==> src/hw/ldct_pkg.sv <==
// Constants, register map and enumerations for the three-channel down counter.
// Assumes a single 25 MHz clock domain and a simple strobe-based register port.
package ldct_pkg;

    // ========================================================================
    // Sizes
    localparam int NUM_CHANNELS = 3;
    localparam int COUNT_W = 16;
    localparam int ADDR_W = 8;
    localparam int DATA_W = 32;
    localparam int CTRL_W = 6;

    // ========================================================================
    // Register offsets (byte addresses, one 32-bit word each)
    localparam logic [ADDR_W-1:0] CH_STRIDE = 8'h10;
    localparam logic [3:0] CH_CTRL_OFS = 4'h0;
    localparam logic [3:0] CH_LOAD_OFS = 4'h4;
    localparam logic [3:0] CH_COUNT_OFS = 4'h8;
    localparam logic [ADDR_W-1:0] LINK_OFS = 8'h30;
    localparam logic [ADDR_W-1:0] STATUS_OFS = 8'h34;
    localparam logic [ADDR_W-1:0] FLAGS_OFS = 8'h38;
    localparam logic [ADDR_W-1:0] SWTRIG_OFS = 8'h3c;

    // ========================================================================
    // Channel control fields
    localparam int CTRL_ENABLE_BIT = 0;
    localparam int CTRL_ACTION_LSB = 1;
    localparam int CTRL_ACTION_W = 2;
    localparam int CTRL_SINGLE_BIT = 3;
    localparam int CTRL_RETRIG_BIT = 4;
    localparam int CTRL_INTSRC_BIT = 5;

    // Status fields
    localparam int STATUS_OUT_LSB = 0;
    localparam int STATUS_RUN_LSB = 4;

    // ========================================================================
    // Reset values
    localparam logic [CTRL_W-1:0] CTRL_RESET = 6'h00;
    localparam logic [COUNT_W-1:0] LOAD_RESET = 16'h0000;

    // ========================================================================
    // Enumerations
    typedef enum logic [1:0] {
        PULSE_ON_TERMINAL,
        TOGGLE_ON_TERMINAL,
        HIGH_UNTIL_TERMINAL
    } output_action_e;

    typedef enum logic [1:0] {
        UNLINKED,
        LINK_TO_GATE,
        LINK_TO_TRIGGER,
        LINK_TO_CLOCK_INPUT
    } link_select_e;

endpackage

==> src/hw/down_counter_channel.sv <==
// One down-counting channel with output action, reload and retrigger control.
// Assumes count, gate and trigger inputs are synchronous to mclk.
`timescale 1ns/1ps

module down_counter_channel
    import ldct_pkg::*;
#(
    parameter int WIDTH = COUNT_W
) (
    // Clock and reset
    input wire logic mclk,
    input wire logic rst_n,
    // Configuration
    input wire logic enable,
    input wire logic [1:0] action,
    input wire logic single_run,
    input wire logic retrigger,
    input wire logic internal_src,
    input wire logic [WIDTH-1:0] init_count,
    // Signal inputs
    input wire logic count_in,
    input wire logic gate_in,
    input wire logic trig_in,
    // State and output
    output logic [WIDTH-1:0] count_q,
    output logic running,
    output logic out_q,
    output logic terminal_q
);

    typedef enum logic [1:0] {ST_IDLE, ST_RUN, ST_DONE} chan_state_e;

    // ========================================================================
    // Next-state logic
    chan_state_e state_q, state_d;
    logic [WIDTH-1:0] count_d;
    logic out_d, terminal_d;
    logic en_prev_q, src_prev_q, trig_prev_q;
    logic tick, trig_edge, start, reload;
    output_action_e act;

    assign act = output_action_e'(action);
    assign tick = internal_src | (count_in & ~src_prev_q);
    assign trig_edge = trig_in & ~trig_prev_q;
    assign start = enable & ~en_prev_q;
    assign reload = start | (retrigger & trig_edge);
    assign running = (state_q == ST_RUN);

    always_comb begin
        state_d = state_q;
        count_d = count_q;
        out_d = out_q;
        terminal_d = 1'b0;
        // A pulse output only lasts the single cycle after terminal count
        if (act != TOGGLE_ON_TERMINAL && act != HIGH_UNTIL_TERMINAL) begin
            out_d = 1'b0;
        end
        if (!enable) begin
            state_d = ST_IDLE;
            out_d = 1'b0;
        end else if (reload) begin
            state_d = ST_RUN;
            count_d = init_count;
            if (act == HIGH_UNTIL_TERMINAL) begin
                out_d = 1'b1;
            end
        end else if (state_q == ST_RUN && tick && gate_in) begin
            // Count zero also ends a run, so a zero load cannot wrap around
            if (count_q <= {{(WIDTH-1){1'b0}}, 1'b1}) begin
                terminal_d = 1'b1;
                case (act)
                    TOGGLE_ON_TERMINAL: out_d = ~out_q;
                    HIGH_UNTIL_TERMINAL: out_d = 1'b0;
                    default: out_d = 1'b1;
                endcase
                if (single_run) begin
                    count_d = '0;
                    state_d = ST_DONE;
                end else begin
                    count_d = init_count;
                end
            end else begin
                count_d = count_q - {{(WIDTH-1){1'b0}}, 1'b1};
            end
        end
    end

    // ========================================================================
    // Registers
    always_ff @(posedge mclk or negedge rst_n) begin
        if (!rst_n) begin
            state_q <= ST_IDLE;
            count_q <= '0;
            out_q <= 1'b0;
            terminal_q <= 1'b0;
            en_prev_q <= 1'b0;
            src_prev_q <= 1'b0;
            trig_prev_q <= 1'b0;
        end else begin
            state_q <= state_d;
            count_q <= count_d;
            out_q <= out_d;
            terminal_q <= terminal_d;
            en_prev_q <= enable;
            src_prev_q <= count_in;
            trig_prev_q <= trig_in;
        end
    end

endmodule // down_counter_channel

==> src/hw/linked_down_counter_trio.sv <==
// Three linked down counters behind a simple strobe register port.
// Assumes pin inputs are synchronous to mclk and a single-cycle bus master.
`timescale 1ns/1ps

// Summary of operation
// - three channels, each configured on its own
// - pulse action gives one-clock high at terminal
// - toggle action inverts output at each terminal
// - high from counting start, low at terminal
// - auto reload restarts from initial count
// - single run stops after one cycle
// - retrigger event reloads initial count, continues
// - unlinked: channel 1 drives no other inputs
// - link to gate: channel 1 gates channel 2
// - link to trigger: channel 1 triggers channel 2
// - link to clock: channel 1 clocks channel 2
module linked_down_counter_trio
    import ldct_pkg::*;
#(
    parameter int CHANNELS = NUM_CHANNELS,
    parameter int WIDTH = COUNT_W
) (
    // Clock and reset
    input wire logic mclk,
    input wire logic rst_n,
    // Register port
    input wire logic [ADDR_W-1:0] addr,
    input wire logic [DATA_W-1:0] wdata,
    input wire logic wr_en,
    input wire logic rd_en,
    output logic [DATA_W-1:0] rdata,
    // Counter pins
    input wire logic [CHANNELS-1:0] count_in,
    input wire logic [CHANNELS-1:0] gate_in,
    input wire logic [CHANNELS-1:0] trig_in,
    output logic [CHANNELS-1:0] ctr_out
);

    // ========================================================================
    // Address decode
    logic [1:0] ch_sel;
    logic [3:0] ch_ofs;
    logic ch_hit;

    assign ch_sel = addr[5:4];
    assign ch_ofs = addr[3:0];
    assign ch_hit = (addr[ADDR_W-1:6] == '0) && (int'(ch_sel) < CHANNELS);

    // ========================================================================
    // Register file
    logic [CTRL_W-1:0] ctrl_q [CHANNELS];
    logic [CTRL_W-1:0] ctrl_d [CHANNELS];
    logic [WIDTH-1:0] load_q [CHANNELS];
    logic [WIDTH-1:0] load_d [CHANNELS];
    logic [1:0] link_q, link_d;
    logic [CHANNELS-1:0] flags_q, flags_d;
    logic [CHANNELS-1:0] swtrig_q, swtrig_d;
    logic [CHANNELS-1:0] terminal;
    logic [CHANNELS-1:0] running;
    logic [WIDTH-1:0] count [CHANNELS];

    always_comb begin
        link_d = link_q;
        swtrig_d = '0;
        // A terminal count in the same cycle as a clear keeps its flag set
        flags_d = flags_q;
        if (wr_en && addr == FLAGS_OFS) begin
            flags_d = flags_q & ~wdata[CHANNELS-1:0];
        end
        flags_d = flags_d | terminal;
        // The link is expected to be settled before channels 1 and 2 start;
        // changing it while they run glitches channel 2's inputs.
        if (wr_en && addr == LINK_OFS) begin
            link_d = wdata[1:0];
        end
        if (wr_en && addr == SWTRIG_OFS) begin
            swtrig_d = wdata[CHANNELS-1:0];
        end
        for (int i = 0; i < CHANNELS; i++) begin
            ctrl_d[i] = ctrl_q[i];
            load_d[i] = load_q[i];
            if (wr_en && ch_hit && int'(ch_sel) == i) begin
                if (ch_ofs == CH_CTRL_OFS) begin
                    ctrl_d[i] = wdata[CTRL_W-1:0];
                end
                if (ch_ofs == CH_LOAD_OFS) begin
                    load_d[i] = wdata[WIDTH-1:0];
                end
            end
        end
    end

    always_ff @(posedge mclk or negedge rst_n) begin
        if (!rst_n) begin
            link_q <= UNLINKED;
            flags_q <= '0;
            swtrig_q <= '0;
            for (int i = 0; i < CHANNELS; i++) begin
                ctrl_q[i] <= CTRL_RESET;
                load_q[i] <= LOAD_RESET;
            end
        end else begin
            link_q <= link_d;
            flags_q <= flags_d;
            swtrig_q <= swtrig_d;
            for (int i = 0; i < CHANNELS; i++) begin
                ctrl_q[i] <= ctrl_d[i];
                load_q[i] <= load_d[i];
            end
        end
    end

    // ========================================================================
    // Read path: data valid in the cycle after the read strobe
    logic [DATA_W-1:0] rdata_d, rdata_q;

    always_comb begin
        rdata_d = '0;
        if (rd_en) begin
            if (ch_hit) begin
                case (ch_ofs)
                    CH_CTRL_OFS: rdata_d[CTRL_W-1:0] = ctrl_q[ch_sel];
                    CH_LOAD_OFS: rdata_d[WIDTH-1:0] = load_q[ch_sel];
                    CH_COUNT_OFS: rdata_d[WIDTH-1:0] = count[ch_sel];
                    default: rdata_d = '0;
                endcase
            end else begin
                case (addr)
                    LINK_OFS: rdata_d[1:0] = link_q;
                    STATUS_OFS: begin
                        rdata_d[STATUS_OUT_LSB +: CHANNELS] = ctr_out;
                        rdata_d[STATUS_RUN_LSB +: CHANNELS] = running;
                    end
                    FLAGS_OFS: rdata_d[CHANNELS-1:0] = flags_q;
                    default: rdata_d = '0;
                endcase
            end
        end
    end

    always_ff @(posedge mclk or negedge rst_n) begin
        if (!rst_n) begin
            rdata_q <= '0;
        end else begin
            rdata_q <= rdata_d;
        end
    end

    assign rdata = rdata_q;

    // ========================================================================
    // Channels with link routing from channel 1 into channel 2
    link_select_e link;
    assign link = link_select_e'(link_q);

    generate
        for (genvar g = 0; g < CHANNELS; g++) begin : g_chan
            logic src_sel, gate_sel, trig_sel;

            always_comb begin
                src_sel = count_in[g];
                gate_sel = gate_in[g];
                trig_sel = trig_in[g] | swtrig_q[g];
                if (g == 1) begin
                    case (link)
                        LINK_TO_GATE: gate_sel = ctr_out[0];
                        LINK_TO_TRIGGER: trig_sel = ctr_out[0] | swtrig_q[g];
                        LINK_TO_CLOCK_INPUT: src_sel = ctr_out[0];
                        default: src_sel = count_in[g];
                    endcase
                end
            end

            down_counter_channel #(
                .WIDTH(WIDTH)
            ) u_chan (
                .mclk(mclk),
                .rst_n(rst_n),
                .enable(ctrl_q[g][CTRL_ENABLE_BIT]),
                .action(ctrl_q[g][CTRL_ACTION_LSB +: CTRL_ACTION_W]),
                .single_run(ctrl_q[g][CTRL_SINGLE_BIT]),
                .retrigger(ctrl_q[g][CTRL_RETRIG_BIT]),
                .internal_src(ctrl_q[g][CTRL_INTSRC_BIT] && !(g == 1 && link == LINK_TO_CLOCK_INPUT)),
                .init_count(load_q[g]),
                .count_in(src_sel),
                .gate_in(gate_sel),
                .trig_in(trig_sel),
                .count_q(count[g]),
                .running(running[g]),
                .out_q(ctr_out[g]),
                .terminal_q(terminal[g])
            );
        end
    endgenerate

endmodule // linked_down_counter_trio

==> config.mk <==
export PLATFORM = sky130hd
export DESIGN_NAME = linked_down_counter_trio
export DESIGN_NICKNAME = d
export VERILOG_FILES = /design/src/hw/ldct_pkg.sv /design/src/hw/down_counter_channel.sv /design/src/hw/linked_down_counter_trio.sv
export SDC_FILE = /design/constraint.sdc
export NUM_CORES = 1
export LEC_CHECK = 0
export ABC_AREA = 0
export BUFFER_PORTS_ARGS = -buffer_cell sky130_fd_sc_hd__buf_2
export CAP_MARGIN = 10
export CORE_ASPECT_RATIO = 0.5
export CORE_MARGIN = 1
export CORE_UTILIZATION = 45
export CTS_CLUSTER_SIZE = 14
export DETAILED_ROUTE_END_ITERATION = 16
export PLACE_DENSITY_LB_ADDON = 0.15
export SYNTH_ARGS = -nofsm -noshare
export SYNTH_HDL_FRONTEND = slang
export SYNTH_HIERARCHICAL = 1
export SYNTH_SLANG_ARGS = --single-unit
==> constraint.sdc <==
create_clock -name mclk -period 3.3 [get_ports mclk]
set_clock_uncertainty 0.1 [all_clocks]
set_input_delay 0.99 -clock mclk [delete_from_list [all_inputs] [get_ports mclk]]
set_output_delay 0.99 -clock mclk [all_outputs]
set_load 0.02 [all_outputs]
* After elaboration in Yosys (flattened, before gate mapping) *
Cells that the tools add are included.
Widths: inputs -> output; s select.

word-level totals
  input bits = 53
  output and inout port bits = 35
  logic and storage cells = 230
  bits in registers = 175

operators by class
  reduce and logical (&&, ||, !) cells = 37
  muxes and demuxes = 81
  $lt $le $gt $ge = 5
  bitwise gates (word level) = 38
  add/subtract/negate cells = 3
  eq/ne operators = 35

operators by type and width
  cell                   number
  $mux 16                18
  $bmux 16 s2            2
  $le 16x1->1 const B    3
  $sub 16x1->16 const B  3
  $mux 1                 33
  $eq 8x6->1 const B     4
  $mux 2                 15
  $ne 3x1->1 const B     9
  $pmux 10 s2            1
  $logic_and 1x1->1      18
  $pmux 6 s3             1
  $reduce_and 2->1       9
  $eq 2x1->1 const B     7
  $eq 2x2->1 const B     7
  $and 1x1->1            12
  $bmux 6 s2             1
  $mux 6                 2
  $not 1->1              12
  $or 1x1->1             10
  $mux 3                 3
  $reduce_and 3->1       3
  $pmux 1 s2             4
  $ne 2x1->1 const B     3
  $ne 2x2->1 const B     3
  13 further kinds       16

* Longest topological paths before layout *
  word-level depth = 9
  mapped depth = 10
  mapped depth without buffers = 8

* Hierarchy *
Netlist, hierarchy kept.

by module, submodules not included
  module                    cells an instance  instances  area each (um2)  sequential area each (um2)
  linked_down_counter_trio  391                1          4,717.0          2,252.2
  down_counter_channel      155                3          1,476.4          575.6

* Least setup slack after synthesis *
No wires, ideal clock.

  path kind = input to register
  start point = input port trig_in[1]
  end point = register g_chan[1].u_chan.count_q[8]
  arrival time = 2,739 ps
  slack = 335 ps
  stages = 9
  setup time = 126 ps
  path through = nor2b_1 -> a211o_1 -> nand3b_1 -> o21ai_1 -> o21a_1 -> and2_1 -> buf_6 -> buf_12 -> a221o_2

on the way
  longest elaborated chain between the ends = 7
  elaborated cells between the ends (all ways) = 8
  those cells by class = mux (2); bitwise (4); reduce/logical (2)

ends and longest elaborated chain
  item                         RTL line                         source
  start: declaration           linked_down_counter_trio.sv:35   input wire logic [CHANNELS-1:0] trig_in,
  $or 1x1->1 *                 linked_down_counter_trio.sv:163  trig_sel = trig_in[g] | swtrig_q[g];
  $mux 1 *                     linked_down_counter_trio.sv:165  case (link)
  via g_chan[1].trig_sel       linked_down_counter_trio.sv:158  logic src_sel, gate_sel, trig_sel;
  $and 1x1->1 *                down_counter_channel.sv:44       assign trig_edge = trig_in & ~trig_prev_q;
  $and 1x1->1 *                down_counter_channel.sv:46       assign reload = start | (retrigger & trig_edge);
  $or 1x1->1 *                 down_counter_channel.sv:46
  $reduce_bool 2->1 (no line)  n/a
  $reduce_and 2->1 (no line)   n/a
  end signal: assignment       down_counter_channel.sv:101      count_q <= count_d;
  end: declaration             down_counter_channel.sv:25       output logic [WIDTH-1:0] count_q,

The timed path passes the listed nets; every way through them passes the cells marked *.
A chain may end at the register's enable or synchronous reset.

* Worst setup path after layout *
  start point = register g_chan[2].u_chan.count_q[13]
  end point = register g_chan[2].u_chan.count_q[12]

on the way
  longest elaborated chain between the ends = 4

ends and longest elaborated chain
  item                      RTL line                     source
  start: declaration        down_counter_channel.sv:25
  start signal: assignment  down_counter_channel.sv:101
  $le 16x1->1               down_counter_channel.sv:69   if (count_q <= {{(WIDTH-1){1'b0}}, 1'b1}) begin
  $mux 16                   down_counter_channel.sv:69
  $mux 16                   down_counter_channel.sv:67   end else if (state_q == ST_RUN && tick && gate_in) begin
  $mux 16                   down_counter_channel.sv:61   end else if (reload) begin

No other way between the ends. The select of a mux whose other input is x is not followed.

==> results by group <==
Timing
  – Tcrit/Tclk final: 0.8387
  – Worst slew pin tran: 0.6390 ns
  – Unrepaired setup endpoints after global routing: no
  – Max-slew violations: 0
  – Worst hold slack: 0.3480 ns
  – Peak Freq: 0.3613 GHz
  – Final hold vios: 0
  – Final Setup Violations: 0
  – Final min period: 2.768 ns
  – Setup tns final: 0 ns
  – Worst slew margin: 0.5740

Clock network
  – Hold-fix buffers, CTS: 0
  – Setup bufs post-CTS: 0
  – CTS clk-pin slew, worst paths: 0.07 ns
  – Worst skew pair latency: 0.44 ns
  – TritonCTS Buffers: 17
  – CTS tree: built
  – Cts repair resizes: 0
  – H-tree depth: 4
  – Clk sinks: 159
  – CTS max path bufs: 2
  – CTS Root Cell: clkbuf_16

Setup path
  – Worst path bufs/invs: 0
  – R2R setup slack: 0.53 ns
  – Endpoint class of the critical path: register
  – Critical Path Source Type: register
  – Setup CP Type: register to register
  – Critical-path cell list: or4_4, or4_4, o31ai_2, and2_1, a221o_2
  – Worst-path maximum fanout: 15
  – Top delay family on crit path: simple AND/OR/NAND/NOR gates
  – CP startpoint: g_chan[2].u_chan/count_q[13]$_DFFE_PN0P_
  – Required @ worst endpoint: 3.57 ns
  – Worst endpoint data arrival time: 3.04 ns
  – Worst path slowest cell: or4_4
  – Critical R2R Launch: g_chan[2].u_chan/count_q[13]$_DFFE_PN0P_
  – R2r worst-path depth: 5
  – CP peak stage delay: 0.59 ns
  – Worst r2r dst: g_chan[2].u_chan/count_q[12]$_DFFE_PN0P_
  – Most frequent CP cell: or4_4

Die
  – Die Width: 203.6 um
  – Boundary Pins: 88
  – Core area: 19680 um^2
  – Initial Utilization: 0.4647
  – Die H: 102.8 um
  – Die Footprint: 20930 um^2
  – Rows: 36

GRT
  – Total gr overflow: 0
  – Wire length of the first global-routing pass: 42080 um
  – Largest net degree at the start of global routing: 56
  – GRT Total Usage: 0.2754
  – Initial antenna violation count: 1
  – Vias in the first global route: 6904

Logic synthesis
  – Most frequent cells after synthesis: dfrtp_1 (159), mux2_2 (70), nor2_1 (61), mux2i_1 (46), nor3_1 (40)
  – Post-Synth Simple-Gate Area: 0.1698
  – Post-synth EDFFs: 0
  – Synth area leaders: dfrtp_1 (44%), mux2_2 (8.6%), mux2i_1 (5.0%)
  – Yosys reg bits: 159
  – Post-synthesis cell type count: 62
  – Post-synthesis sequential area ratio: 0.4350
  – Main synth FF type: dfrtp_1
  – Mapped Area: 9146 um^2
  – Share of flip-flops with an asynchronous set or reset: 1.000
  – Post-Synthesis Cells: 856
  – Post-synth top area cell: dfrtp_1
  – Largest family of logic cells by synthesized area: compound AO/OA/AOI/OAI gates
  – Synth Area in XOR/XNOR: 0
  – Top-count cell post-synth: dfrtp_1
  – Synth Area in Compound Gates: 0.1912
  – Share of the synthesized area in the top cell type: 0.4350
  – Warnings, synthesis: 6
  – Syn_area_per_cell: 10.68 um^2
  – Mux cell area share after synthesis: 0.1365
  – Post-synthesis adder-cell area fraction: 0.01642

Power
  – Peak VDD IR: 339.4 uV
  – Static Leak: 4.880 nW
  – PD cells: 431.2 nW/um^2

Worst hold path
  – Hold Crit Class: register to register
  – Worst Hold End: g_chan[0].u_chan/trig_prev_q$_DFF_PN0_
  – HP Start: swtrig_q[0]$_DFF_PN0_
  – Min-Delay Path Depth: 1

Final layout
  – Nets@finish: 991
  – Filler cells: 1744
  – Reg area: 3979 um^2
  – Fin util: 0.5237
  – Final Cell Area: 10310 um^2
  – Area of the multi-input gates: 4761 um^2
  – Share of layout cells above drive strength 1: 0.2833
  – Synth-to-Final Area Change: 12.71%

Placement
  – Detail Placement HPWL: 20070 um
  – Placed Area: 9722 um^2
  – I/O Buffers: 55
  – RePlAce Congestion: 0.9076

Routing
  – DRC: 0
  – Drt total wl: 27480 um
  – Detail Route Antenna Nets: 0
  – Wire per inst: 22.78 um
  – Initial DRC Count: 516
  – First-pass iteration count of the detailed router: 5
  – Via count of the routed design: 7453
  – DR vias/cell: 6.180

Outcome
  – Status: complete, no violations

Run
  – Total of max-cap violations: 0
state kept, by name, summed over array words and instances (netlist names):
signal / count
link: 2
g_chan.u_chan/out_q: 3
flags_q: 3
g_chan.u_chan/en_prev_q: 3
g_chan.u_chan/trig_prev_q: 3
g_chan.u_chan/src_prev_q: 3
g_chan.u_chan/state_q: 6
rdata: 16
ctrl_q: 18
swtrig_q: 3
g_chan.u_chan/count_q: 48
load_q: 48
g_chan.u_chan/terminal_q: 3
layout make-up:
type / count / area share
diodes: 1 / 0.0002427
clock buffers: 18 / 0.04260
clock inverters: 14 / 0.01408
inverters: 20 / 0.007282
multi-input cells: 639 / 0.4618
flip-flops and latches: 159 / 0.3860
well taps: 266 / 0.03229
repair buffers: 89 / 0.05571
cells by family (layout without fill, tap and decap cells):
family,after synthesis,count (layout)
AO/OA/AOI/OAI,227,227
buffers and inverters,73,141
multiplexers,116,116
AND/OR/NAND/NOR,268,268
flip-flops,159,159
adder cells (fa/ha/maj),12,12
other,1,17
per-stage QoR:
stage	std cells	power, mW	worst slack, ns
detailed placement	1173	2.469	0.3038
global placement	1173	2.462	0.3177
global route	1206	4.604	0.3610
finish	1206	4.445	0.5324
floorplan	871	2.299	0.3347
CTS	1205	4.471	0.5257
per-layer routing:
| layer | vias to the layer above | routed length (um) | share of wire | global-route usage |
|---|---|---|---|---|
| met5 | - | 0 | 0 | 0 |
| met4 | 0 | 429 | 0.016 | 0.07808 |
| met3 | 37 | 2319 | 0.084 | 0.06542 |
| met2 | 274 | 10940 | 0.40 | 0.3689 |
| met1 | 3768 | 13790 | 0.50 | 0.4305 |
| li1 | 3374 | - | - | - |
cell usage in the layout, fill, tap and decap left out, types with 13 or more instances in the layout:
cell type  netlist  final
conb_1           1     16
clkbuf_16        0     17
mux2_2          70     70
o21ai_0         34     34
inv_1           20     20
a22oi_1         15     15
dfrtp_1        159    159
nor3_1          40     40
o21a_1          24     24
a21oi_1         20     20
mux2i_1         46     46
nor4_1          21     21
buf_4           16     31
nor2b_1         13     13
nand3b_1        19     19
a221o_2         24     24
buf_2           10     54
o2bb2ai_1       26     26
nor2_1          61     61
nand2_1         35     35
a211o_2         18     18
worst register-to-register path, delay by kind of cell (launching register included):
kind               cells  cell delay [ns]
AOI/OAI and AO/OA      2             0.54
DFF                    1             0.44
and+or+nand+nor        3             1.64
where the power goes:
group          switching, mW  internal [mW]  leakage (nW)
clock network          0.920           1.09         0.279
logic                  0.239          0.140          2.41
registers             0.0628           2.00          2.19
total                   1.22           3.22          4.88
worst max-delay path by stage:
stage	cells past startpoint	slack, ns	end
floorplan	9	0.33	g_chan[1].u_chan/count_q[8]$_DFFE_PN0P_
global placement	8	0.32	g_chan[1].u_chan/count_q[13]$_DFFE_PN0P_
detailed placement	8	0.30	g_chan[1].u_chan/count_q[9]$_DFFE_PN0P_
CTS	5	0.53	g_chan[2].u_chan/count_q[9]$_DFFE_PN0P_
global route	5	0.36	g_chan[2].u_chan/count_q[0]$_DFFE_PN0P_
finish	5	0.53	g_chan[2].u_chan/count_q[12]$_DFFE_PN0P_
Note: power is estimated with default switching activity, not from simulation.
